## src/tbs_pkg.sv

```systemverilog
package tbs_pkg;

  // ****************************************************************
  // Channel map and register map
  // ****************************************************************
  // Index 0 is bus channel 2 sharing with framer channel 6,
  // index 1 is bus channel 3 sharing with framer channel 7
  localparam int          NUM_CH        = 2;
  localparam int          STS1_SLOTS    = 3;
  localparam logic [15:0] CTRL_ADDR_CH3 = 16'h0138;
  localparam logic [15:0] CTRL_ADDR_CH2 = 16'h0139;
  localparam logic [7:0]  CTRL_WMASK    = 8'h3F;

  // Control byte fields
  localparam int BUS_EN_BIT   = 0;
  localparam int PAR_ODD_BIT  = 1;
  localparam int PAR_WIDE_BIT = 2;
  localparam int FR_EN_BIT    = 3;
  localparam int FR_MODE_LSB  = 4;
  localparam int PERR_BIT     = 6;
  localparam int AIS_BIT      = 7;

  // ****************************************************************
  // Frame generator timing
  // ****************************************************************
  localparam int DS3_FRAME_BITS = 4760;
  localparam int CNT_W          = 13;

  typedef enum logic [1:0] {
    FM_LOOP,
    FM_ASYNC,
    FM_EXT_PULSE,
    FM_BYPASS
  } tbs_fmode_type;

  // Add-bus pins of one channel
  typedef struct packed {
    logic       clk;
    logic [7:0] data;
    logic       pl;
    logic       c1j1;
    logic       alarm;
  } tbs_add_bus_type;

  // State of one channel
  typedef struct packed {
    logic [7:0]      ctrl;
    logic            perr;
    logic [2:0]      ais;
    logic [1:0]      slot;
    tbs_add_bus_type bus_s1;
    tbs_add_bus_type bus_s2;
    logic            bus_clk_d;
    logic            pin_s1;
    logic            pin_s2;
    logic            bclk_s1;
    logic            bclk_s2;
    logic            bit_clk_d;
    logic [CNT_W-1:0] cnt;
    logic            fp_out;
    logic            fstart;
  } tbs_ch_type;

  typedef struct packed {
    tbs_ch_type [NUM_CH-1:0] ch;
    logic [7:0]              rdata;
  } tbs_state_type;

  localparam tbs_state_type STATE_RESET = '0;

endpackage : tbs_pkg

```

## src/tbs_tx_sideband.sv

```systemverilog
// What this block does
// - Pin is bus sideband when bus enabled
// - Bus channels 2,3 share framer 6,7
// - Narrow parity covers eight data bits
// - Wide parity adds payload and C1/J1
// - Control byte picks parity polarity, coverage
// - Alarm declares AIS-P for that STS-1
// - Loop/async modes drive pulse pin out
// - Pulse one bit, one bit before frame
// - External mode aligns frames to pulses
// - Bypassed generator leaves pin idle
// - Add bus latched on bus clock fall
`timescale 1ns/1ns
`default_nettype none

module tbs_tx_sideband
  import tbs_pkg::*;
#(
  parameter int FRAME_BITS = tbs_pkg::DS3_FRAME_BITS
)
(
  input  wire logic                                      i_sys_clk,
  input  wire logic                                      i_rst,
  input  wire logic [15:0]                               i_reg_addr,
  input  wire logic [7:0]                                i_reg_wdata,
  input  wire logic                                      i_reg_wr,
  input  wire logic                                      i_reg_rd,
  output logic      [7:0]                                o_reg_rdata,
  input  wire tbs_pkg::tbs_add_bus_type [tbs_pkg::NUM_CH-1:0] i_add_bus,
  input  wire logic [tbs_pkg::NUM_CH-1:0]                i_trib_bit_clk,
  input  wire logic [tbs_pkg::NUM_CH-1:0]                i_shared_pin,
  output logic      [tbs_pkg::NUM_CH-1:0]                o_shared_pin,
  output logic      [tbs_pkg::NUM_CH-1:0]                o_shared_pin_oe,
  output logic      [tbs_pkg::NUM_CH-1:0]                o_parity_err,
  output logic      [tbs_pkg::NUM_CH-1:0][2:0]           o_ais_p,
  output logic      [tbs_pkg::NUM_CH-1:0]                o_frame_start
);

  import tbs_pkg::*;

  // ****************************************************************
  // State and per-channel strobes
  // ****************************************************************
  tbs_state_type     state_reg;
  tbs_state_type     state_next;
  logic [NUM_CH-1:0] sel;
  logic [NUM_CH-1:0] byte_edge;
  logic [NUM_CH-1:0] bit_edge;
  logic [NUM_CH-1:0] par_bad;
  logic [NUM_CH-1:0] fr_act;
  logic [NUM_CH-1:0] fp_drive;

  // ****************************************************************
  // Next-state logic
  // ****************************************************************
  // Pins are slow against the system clock, so every pin is
  // synchronised and edges are found on the synchronised copies.
  always_comb
  begin
    tbs_ch_type       cur;
    tbs_ch_type       nxt;
    tbs_fmode_type    mode;
    logic [CNT_W-1:0] idx;
    logic [1:0]       slot_now;
    logic             par;
    cur        = '0;
    nxt        = '0;
    mode       = FM_LOOP;
    idx        = '0;
    slot_now   = '0;
    par        = 1'b0;
    state_next = state_reg;
    sel        = '0;
    byte_edge  = '0;
    bit_edge   = '0;
    par_bad    = '0;
    fr_act     = '0;
    fp_drive   = '0;
    state_next.rdata = 8'h00;

    // Control byte decode; index 0 is bus ch 2, index 1 bus ch 3
    if (i_reg_addr == CTRL_ADDR_CH2)
    begin
      sel[0] = 1'b1;
    end
    else if (i_reg_addr == CTRL_ADDR_CH3)
    begin
      sel[1] = 1'b1;
    end

    for (int c = 0; c < NUM_CH; c++)
    begin
      cur  = state_reg.ch[c];
      nxt  = cur;
      mode = tbs_fmode_type'(cur.ctrl[FR_MODE_LSB +: 2]);

      // Two-flop synchronisers for every pin
      nxt.bus_s1    = i_add_bus[c];
      nxt.bus_s2    = cur.bus_s1;
      nxt.pin_s1    = i_shared_pin[c];
      nxt.pin_s2    = cur.pin_s1;
      nxt.bclk_s1   = i_trib_bit_clk[c];
      nxt.bclk_s2   = cur.bclk_s1;
      nxt.bus_clk_d = cur.bus_s2.clk;
      nxt.bit_clk_d = cur.bclk_s2;

      // Bus byte taken on the falling bus clock, bus role only
      byte_edge[c] = cur.bus_clk_d & ~cur.bus_s2.clk
                     & cur.ctrl[BUS_EN_BIT];
      bit_edge[c]  = ~cur.bit_clk_d & cur.bclk_s2;

      // Framer owns the pin only with the bus off and not bypassed
      fr_act[c]   = ~cur.ctrl[BUS_EN_BIT] & cur.ctrl[FR_EN_BIT]
                    & (mode != FM_BYPASS);
      fp_drive[c] = fr_act[c] & (mode != FM_EXT_PULSE);

      // Parity: zero means the pin matches the chosen polarity
      par = (^cur.bus_s2.data) ^ cur.pin_s2
            ^ cur.ctrl[PAR_ODD_BIT];
      par = par ^ (cur.ctrl[PAR_WIDE_BIT]
            & (cur.bus_s2.pl ^ cur.bus_s2.c1j1));
      par_bad[c] = byte_edge[c] & par;

      // Software write; a set in the same cycle wins over the clear
      if (i_reg_wr && sel[c])
      begin
        nxt.ctrl = i_reg_wdata & CTRL_WMASK;
        if (i_reg_wdata[PERR_BIT])
        begin
          nxt.perr = 1'b0;
        end
      end
      if (par_bad[c])
      begin
        nxt.perr = 1'b1;
      end

      // STS-1 slot tracking; a C1 byte restarts the interleave
      if (!cur.ctrl[BUS_EN_BIT])
      begin
        nxt.ais  = '0;
        nxt.slot = '0;
      end
      else if (byte_edge[c])
      begin
        if (cur.bus_s2.c1j1 && !cur.bus_s2.pl)
        begin
          slot_now = 2'd0;
        end
        else
        begin
          slot_now = cur.slot;
        end
        nxt.ais[slot_now] = cur.bus_s2.alarm;
        if (slot_now == 2'(STS1_SLOTS - 1))
        begin
          nxt.slot = 2'd0;
        end
        else
        begin
          nxt.slot = slot_now + 2'd1;
        end
      end

      // Frame generator, counting tributary bit periods
      nxt.fstart = 1'b0;
      if (!fr_act[c])
      begin
        nxt.cnt    = '0;
        nxt.fp_out = 1'b0;
      end
      else if (bit_edge[c])
      begin
        if (mode == FM_EXT_PULSE && cur.pin_s2)
        begin
          idx = '0;
        end
        else if (cur.cnt == CNT_W'(FRAME_BITS - 1))
        begin
          idx = '0;
        end
        else
        begin
          idx = cur.cnt + 1'b1;
        end
        nxt.cnt    = idx;
        nxt.fstart = (idx == '0);
        // High through the last bit, i.e. one bit before frame start
        nxt.fp_out = (mode != FM_EXT_PULSE)
                     && (idx == CNT_W'(FRAME_BITS - 1));
      end

      // Read returns AIS summary, sticky error and control bits
      if (i_reg_rd && sel[c])
      begin
        state_next.rdata = {|cur.ais, cur.perr, cur.ctrl[5:0]};
      end

      state_next.ch[c] = nxt;
    end
  end

  // ****************************************************************
  // State register
  // ****************************************************************
  always_ff @(posedge i_sys_clk)
  begin
    if (i_rst)
    begin
      state_reg <= STATE_RESET;
    end
    else
    begin
      state_reg <= state_next;
    end
  end

  assign o_reg_rdata = state_reg.rdata;

  // ****************************************************************
  // Per-channel outputs and checks
  // ****************************************************************
  for (genvar g = 0; g < NUM_CH; g++)
  begin : g_ch
    localparam logic [15:0] ADDR = (g == 0) ? CTRL_ADDR_CH2 : CTRL_ADDR_CH3;
    tbs_ch_type    cs;
    tbs_fmode_type md;
    logic          clr_hit;

    assign cs                 = state_reg.ch[g];
    assign md                 = tbs_fmode_type'(cs.ctrl[FR_MODE_LSB +: 2]);
    assign clr_hit            = i_reg_wr && (i_reg_addr == ADDR)
                                && i_reg_wdata[PERR_BIT];
    // Pin drives only while the generator owns it as an output
    assign o_shared_pin[g]    = cs.fp_out;
    assign o_shared_pin_oe[g] = fp_drive[g];
    assign o_parity_err[g]    = cs.perr;
    assign o_ais_p[g]         = cs.ais;
    assign o_frame_start[g]   = cs.fstart;

    a_bus_owns_pin: assert property (
      @(posedge i_sys_clk) disable iff (i_rst)
      cs.ctrl[BUS_EN_BIT] |-> !o_shared_pin_oe[g])
      else $error("pin driven while bus enabled");

    a_bypass_idle: assert property (
      @(posedge i_sys_clk) disable iff (i_rst)
      (md == FM_BYPASS || !cs.ctrl[FR_EN_BIT])
      |-> !o_shared_pin_oe[g] ##1 !o_frame_start[g])
      else $error("bypassed generator still active");

    a_fp_bit_wide: assert property (
      @(posedge i_sys_clk) disable iff (i_rst)
      $changed(o_shared_pin[g]) && $past(fr_act[g])
      |-> $past(bit_edge[g]))
      else $error("frame pulse changed between bit edges");

    a_fp_precedes: assert property (
      @(posedge i_sys_clk) disable iff (i_rst)
      o_frame_start[g] && $past(fp_drive[g]) |-> $past(o_shared_pin[g]))
      else $error("frame start without prior pulse");

    a_ext_align: assert property (
      @(posedge i_sys_clk) disable iff (i_rst)
      fr_act[g] && md == FM_EXT_PULSE && bit_edge[g] && cs.pin_s2
      |=> o_frame_start[g] && cs.cnt == '0)
      else $error("frame not aligned to input pulse");

    a_par_narrow: assert property (
      @(posedge i_sys_clk) disable iff (i_rst)
      byte_edge[g] && !cs.ctrl[PAR_WIDE_BIT]
      && ((^cs.bus_s2.data) ^ cs.pin_s2 ^ cs.ctrl[PAR_ODD_BIT])
      |=> o_parity_err[g])
      else $error("narrow parity error missed");

    a_par_wide: assert property (
      @(posedge i_sys_clk) disable iff (i_rst)
      byte_edge[g] && cs.ctrl[PAR_WIDE_BIT]
      && ((^cs.bus_s2.data) ^ cs.bus_s2.pl ^ cs.bus_s2.c1j1
          ^ cs.pin_s2 ^ cs.ctrl[PAR_ODD_BIT])
      |=> o_parity_err[g])
      else $error("wide parity error missed");

    a_perr_hold: assert property (
      @(posedge i_sys_clk) disable iff (i_rst)
      o_parity_err[g] && !clr_hit |=> o_parity_err[g])
      else $error("parity flag dropped without clear");

    a_ais_declare: assert property (
      @(posedge i_sys_clk) disable iff (i_rst)
      byte_edge[g] && cs.bus_s2.alarm |=> o_ais_p[g] != 3'b000)
      else $error("alarm byte did not declare AIS-P");

    a_ctrl_write: assert property (
      @(posedge i_sys_clk) disable iff (i_rst)
      i_reg_wr && i_reg_addr == ADDR
      |=> cs.ctrl == ($past(i_reg_wdata) & CTRL_WMASK))
      else $error("control byte not written");

    c_ext_align: cover property (
      @(posedge i_sys_clk) disable iff (i_rst)
      md == FM_EXT_PULSE && o_frame_start[g]);

    c_fp_pulse: cover property (
      @(posedge i_sys_clk) disable iff (i_rst)
      o_shared_pin_oe[g] && $fell(o_shared_pin[g]));

    c_parity_err: cover property (
      @(posedge i_sys_clk) disable iff (i_rst)
      $rose(o_parity_err[g]));

    c_ais: cover property (
      @(posedge i_sys_clk) disable iff (i_rst)
      $rose(|o_ais_p[g]));
  end

endmodule : tbs_tx_sideband

`default_nettype wire

```

## config.mk

```make
export PLATFORM = sky130hd
export DESIGN_NAME = tbs_tx_sideband
export DESIGN_NICKNAME = d
export VERILOG_FILES = /design/src/tbs_pkg.sv /design/src/tbs_tx_sideband.sv
export SDC_FILE = /design/constraint.sdc
export NUM_CORES = 1
export LEC_CHECK = 0
export BUFFER_PORTS_ARGS = -buffer_cell sky130_fd_sc_hd__clkbuf_2
export CAP_MARGIN = 30
export CORE_ASPECT_RATIO = 2
export CORE_MARGIN = 1
export CORE_UTILIZATION = 40
export CTS_CLUSTER_SIZE = 8
export DETAILED_ROUTE_END_ITERATION = 7
export SLEW_MARGIN = 0
export SYNTH_ARGS = -nofsm -noshare
export SYNTH_HDL_FRONTEND = slang
export SYNTH_SLANG_ARGS = --single-unit
```

## constraint.sdc

```tcl
create_clock -name i_sys_clk -period 5.9 [get_ports i_sys_clk]
set_input_delay 0.59 -clock i_sys_clk [delete_from_list [all_inputs] [get_ports i_sys_clk]]
set_output_delay 0.59 -clock i_sys_clk [all_outputs]
set_load 0.01 [all_outputs]
```

==> results_dict.tcl <==
set metrics [dict create \
    p_leak_nw 2.41 \
    die_w_um 83.5 \
    critPathKind "reg -> reg" \
    powerDensity_nw_per_um2 310 \
    die_h_um 165 \
    synthCells 580 \
    path_clk_slew_ns 0.06 \
    hp-start "i_add_bus[15]" \
    critPathMaxFanout 12 \
    path_buf_inv 0 \
    synth_edf_count 0 \
    grt.total_usage 0.186 \
    start_util 0.409 \
    via_per_inst 5.37 \
    ctsResizeCount 0 \
    finalSetupTns_ns 0 \
    core_um2 13000 \
    dpl_cell_area_um2 5660 \
    drtPass1Iterations 5 \
    clock-sinks 122 \
    maxSlewHeadroom 0.383 \
    antenna_cells 0 \
    cts_buffers 17 \
    holdBufCountCts 0 \
    gp_congestion 0.880 \
    rows 59 \
    cp_data_arrival_time_ns 2.71 \
    drt_wl_total_mm 12.0 \
    hp-class "in -> reg" \
    p_total_mw 1.94 \
    gr-total-overflow 0 \
    yosysSeqAreaShare 0.460 \
    drc 0 \
    grt_pass1_wl_mm 20.1 \
    dp_hpwl_mm 8.68 \
    crit_family "simple AND/OR/NAND/NOR gates" \
    finalSetupViolCount 0 \
    ys_ff_latch 122 \
    tightest_slew_ns 0.922 \
    cp-end-kind "flip-flop" \
    slowest_delay_ns 0.70 \
    syn_avg_cell_area_um2 9.16 \
    startpoint "g_ch[1].cs[2]" \
    ios 78 \
    hold_viol 0 \
    syn2layout_area_growth_pct 17.6 \
    clk_latency_ns 0.42 \
    status "completed" \
    rsz0062_at_grt "false" \
    wire_per_inst_um 15.0 \
    synth.net_count 641 \
    first_global_vias 4266 \
    synth.distinct_cells 55 \
    cts.path.max_buffers 2 \
    yosysWarnings 0 \
    fin_area_um2 6250 \
    path_cells "ha_1 > and2_4 > and4_4 > nor2_1 > o311ai_0 > a31oi_1" \
    drt_iter0_markers 207 \
    num_vias 4284 \
    fill_cells 1266 \
    final.period_utilization 0.402 \
    h-tree-depth 4 \
    r2r_start "g_ch[1].cs[2]" \
    drive_gt1_frac 0.190 \
    nNetsFinal 694 \
    synth-main-ff-cell "dfxtp_1" \
    fin_skew_ns 0.0117 \
    cp.required_ns 6.24 \
    worstSetupStartpointType "flip-flop" \
    max-cap-violations 0 \
    max_freq_mhz 422 \
    slew_violations 0 \
    cp_slowest_cell "nor2_1" \
    grt_antenna_before_repair 0 \
    cts_root_buf "clkbuf_16" \
    async_reset_ff_frac 0 \
    min_period_ns 2.37 \
    portBuffers 76 \
    synth_area_um2 5310 \
    ant_nets 0 \
    grt_max_degree 52 \
    post_cts_buffers 0 \
    irDropWorstVdd_uv 219 \
    die_area_um2 13800 \
    cts_tree "yes" \
]
-- path summary, 6_finish.rpt --
path,to,slack (ns),cells past startpoint
hold reg to reg,g_ch[0].cs[30],0.43,1
setup / recovery,g_ch[1].cs[11],3.53,6
setup reg to reg,g_ch[1].cs[11],3.53,6
hold / removal,g_ch[1].cs[36],0.38,2
-- synthesized netlist by cell type, drive strengths merged, types with 11 or more instances --
master | instances | area share
a21oi | 30 | 0.028
nor2b | 66 | 0.078
and3 | 11 | 0.013
o21ai | 19 | 0.018
clkbuf | 26 | 0.018
nand2 | 38 | 0.027
buf | 17 | 0.024
nor2 | 40 | 0.028
mux2i | 22 | 0.041
dfxtp | 122 | 0.46
nand3 | 18 | 0.017
xnor2 | 26 | 0.043
or3 | 11 | 0.014
-- cells by family (layout without fill, tap and decap cells) --
| group | Yosys count | count (layout) | synth area share |
|---|---|---|---|
| and+or+nand+nor | 261 | 261 | 0.283 |
| DFF | 122 | 122 | 0.460 |
| AOI/OAI and AO/OA | 85 | 85 | 0.0987 |
| buffers and inverters | 51 | 117 | 0.0485 |
| xor gates and xnor gates | 33 | 33 | 0.0544 |
| muxes | 23 | 23 | 0.0436 |
| adders and majority gates | 5 | 5 | 0.0118 |
-- flip-flops by register name, summed over array words and instances, names as in the netlist --
signal and count:
o_ais_p 6, o_reg_rdata 8, o_parity_err 2, o_frame_start 2, o_shared_pin 2, g_ch.cs 102
-- layout make-up --
type                    instances  area (um2)  share of cell area
well taps                     152         190              0.0304
clock inverters                13         143              0.0228
repair buffers                 77         388              0.0621
multi-input cells             407        2610               0.418
flip-flops and latches        122        2440               0.391
inverters                       8        30.0             0.00481
clock buffers                  19         443              0.0709
-- routing by layer --
metal / track usage / vias to the layer above / part of all wire
met2: 0.351 / 102 / 0.55
met5: 0 / - / 0
met3: 0.0380 / 40 / 0.034
li1: - / 2125 / -
met4: 0.128 / 0 / 0.043
met1: 0.180 / 2017 / 0.37
-- cell usage in the layout, fill, tap and decap left out, drive strengths merged, types with 3 or more instances in the layout --
cell type / n
nand2: 38
nor4: 9
nand2b: 8
nor4b: 8
o311ai: 3
o31ai: 5
xor2: 7
a211o: 3
nand3: 18
nand4: 10
ha: 5
a21oi: 30
nor3: 10
and3: 11
a211oi: 5
xnor2: 26
nor2b: 66
and4: 7
clkbuf: 95
nand3b: 5
nor2: 40
or2: 4
or4: 3
o21ai: 19
dfxtp: 122
and2: 3
clkinv: 6
or4b: 5
mux2i: 22
or3: 11
a31oi: 8
inv: 11
-- where the power goes --
part	internal (mW)	total [mW]	switching, mW
Combinational	0.0380	0.0732	0.0352
Clock	0.635	1.02	0.383
Sequential	0.843	0.849	0.00577
-- metrics by stage --
step | setup WS [ns] | hold slack (ns) | cells | util
after CTS | 3.54 | 0.364 | 798 | 0.481
after floorplan | 3.73 | 0.414 | 580 | -
after detailed placement | 3.25 | 0.422 | 766 | 0.436
after global placement | 3.28 | 0.416 | 766 | 0.436
after global routing | 3.35 | 0.383 | 798 | 0.481
final | 3.53 | 0.382 | 798 | 0.481
Note: power is estimated with default switching activity, not from simulation.
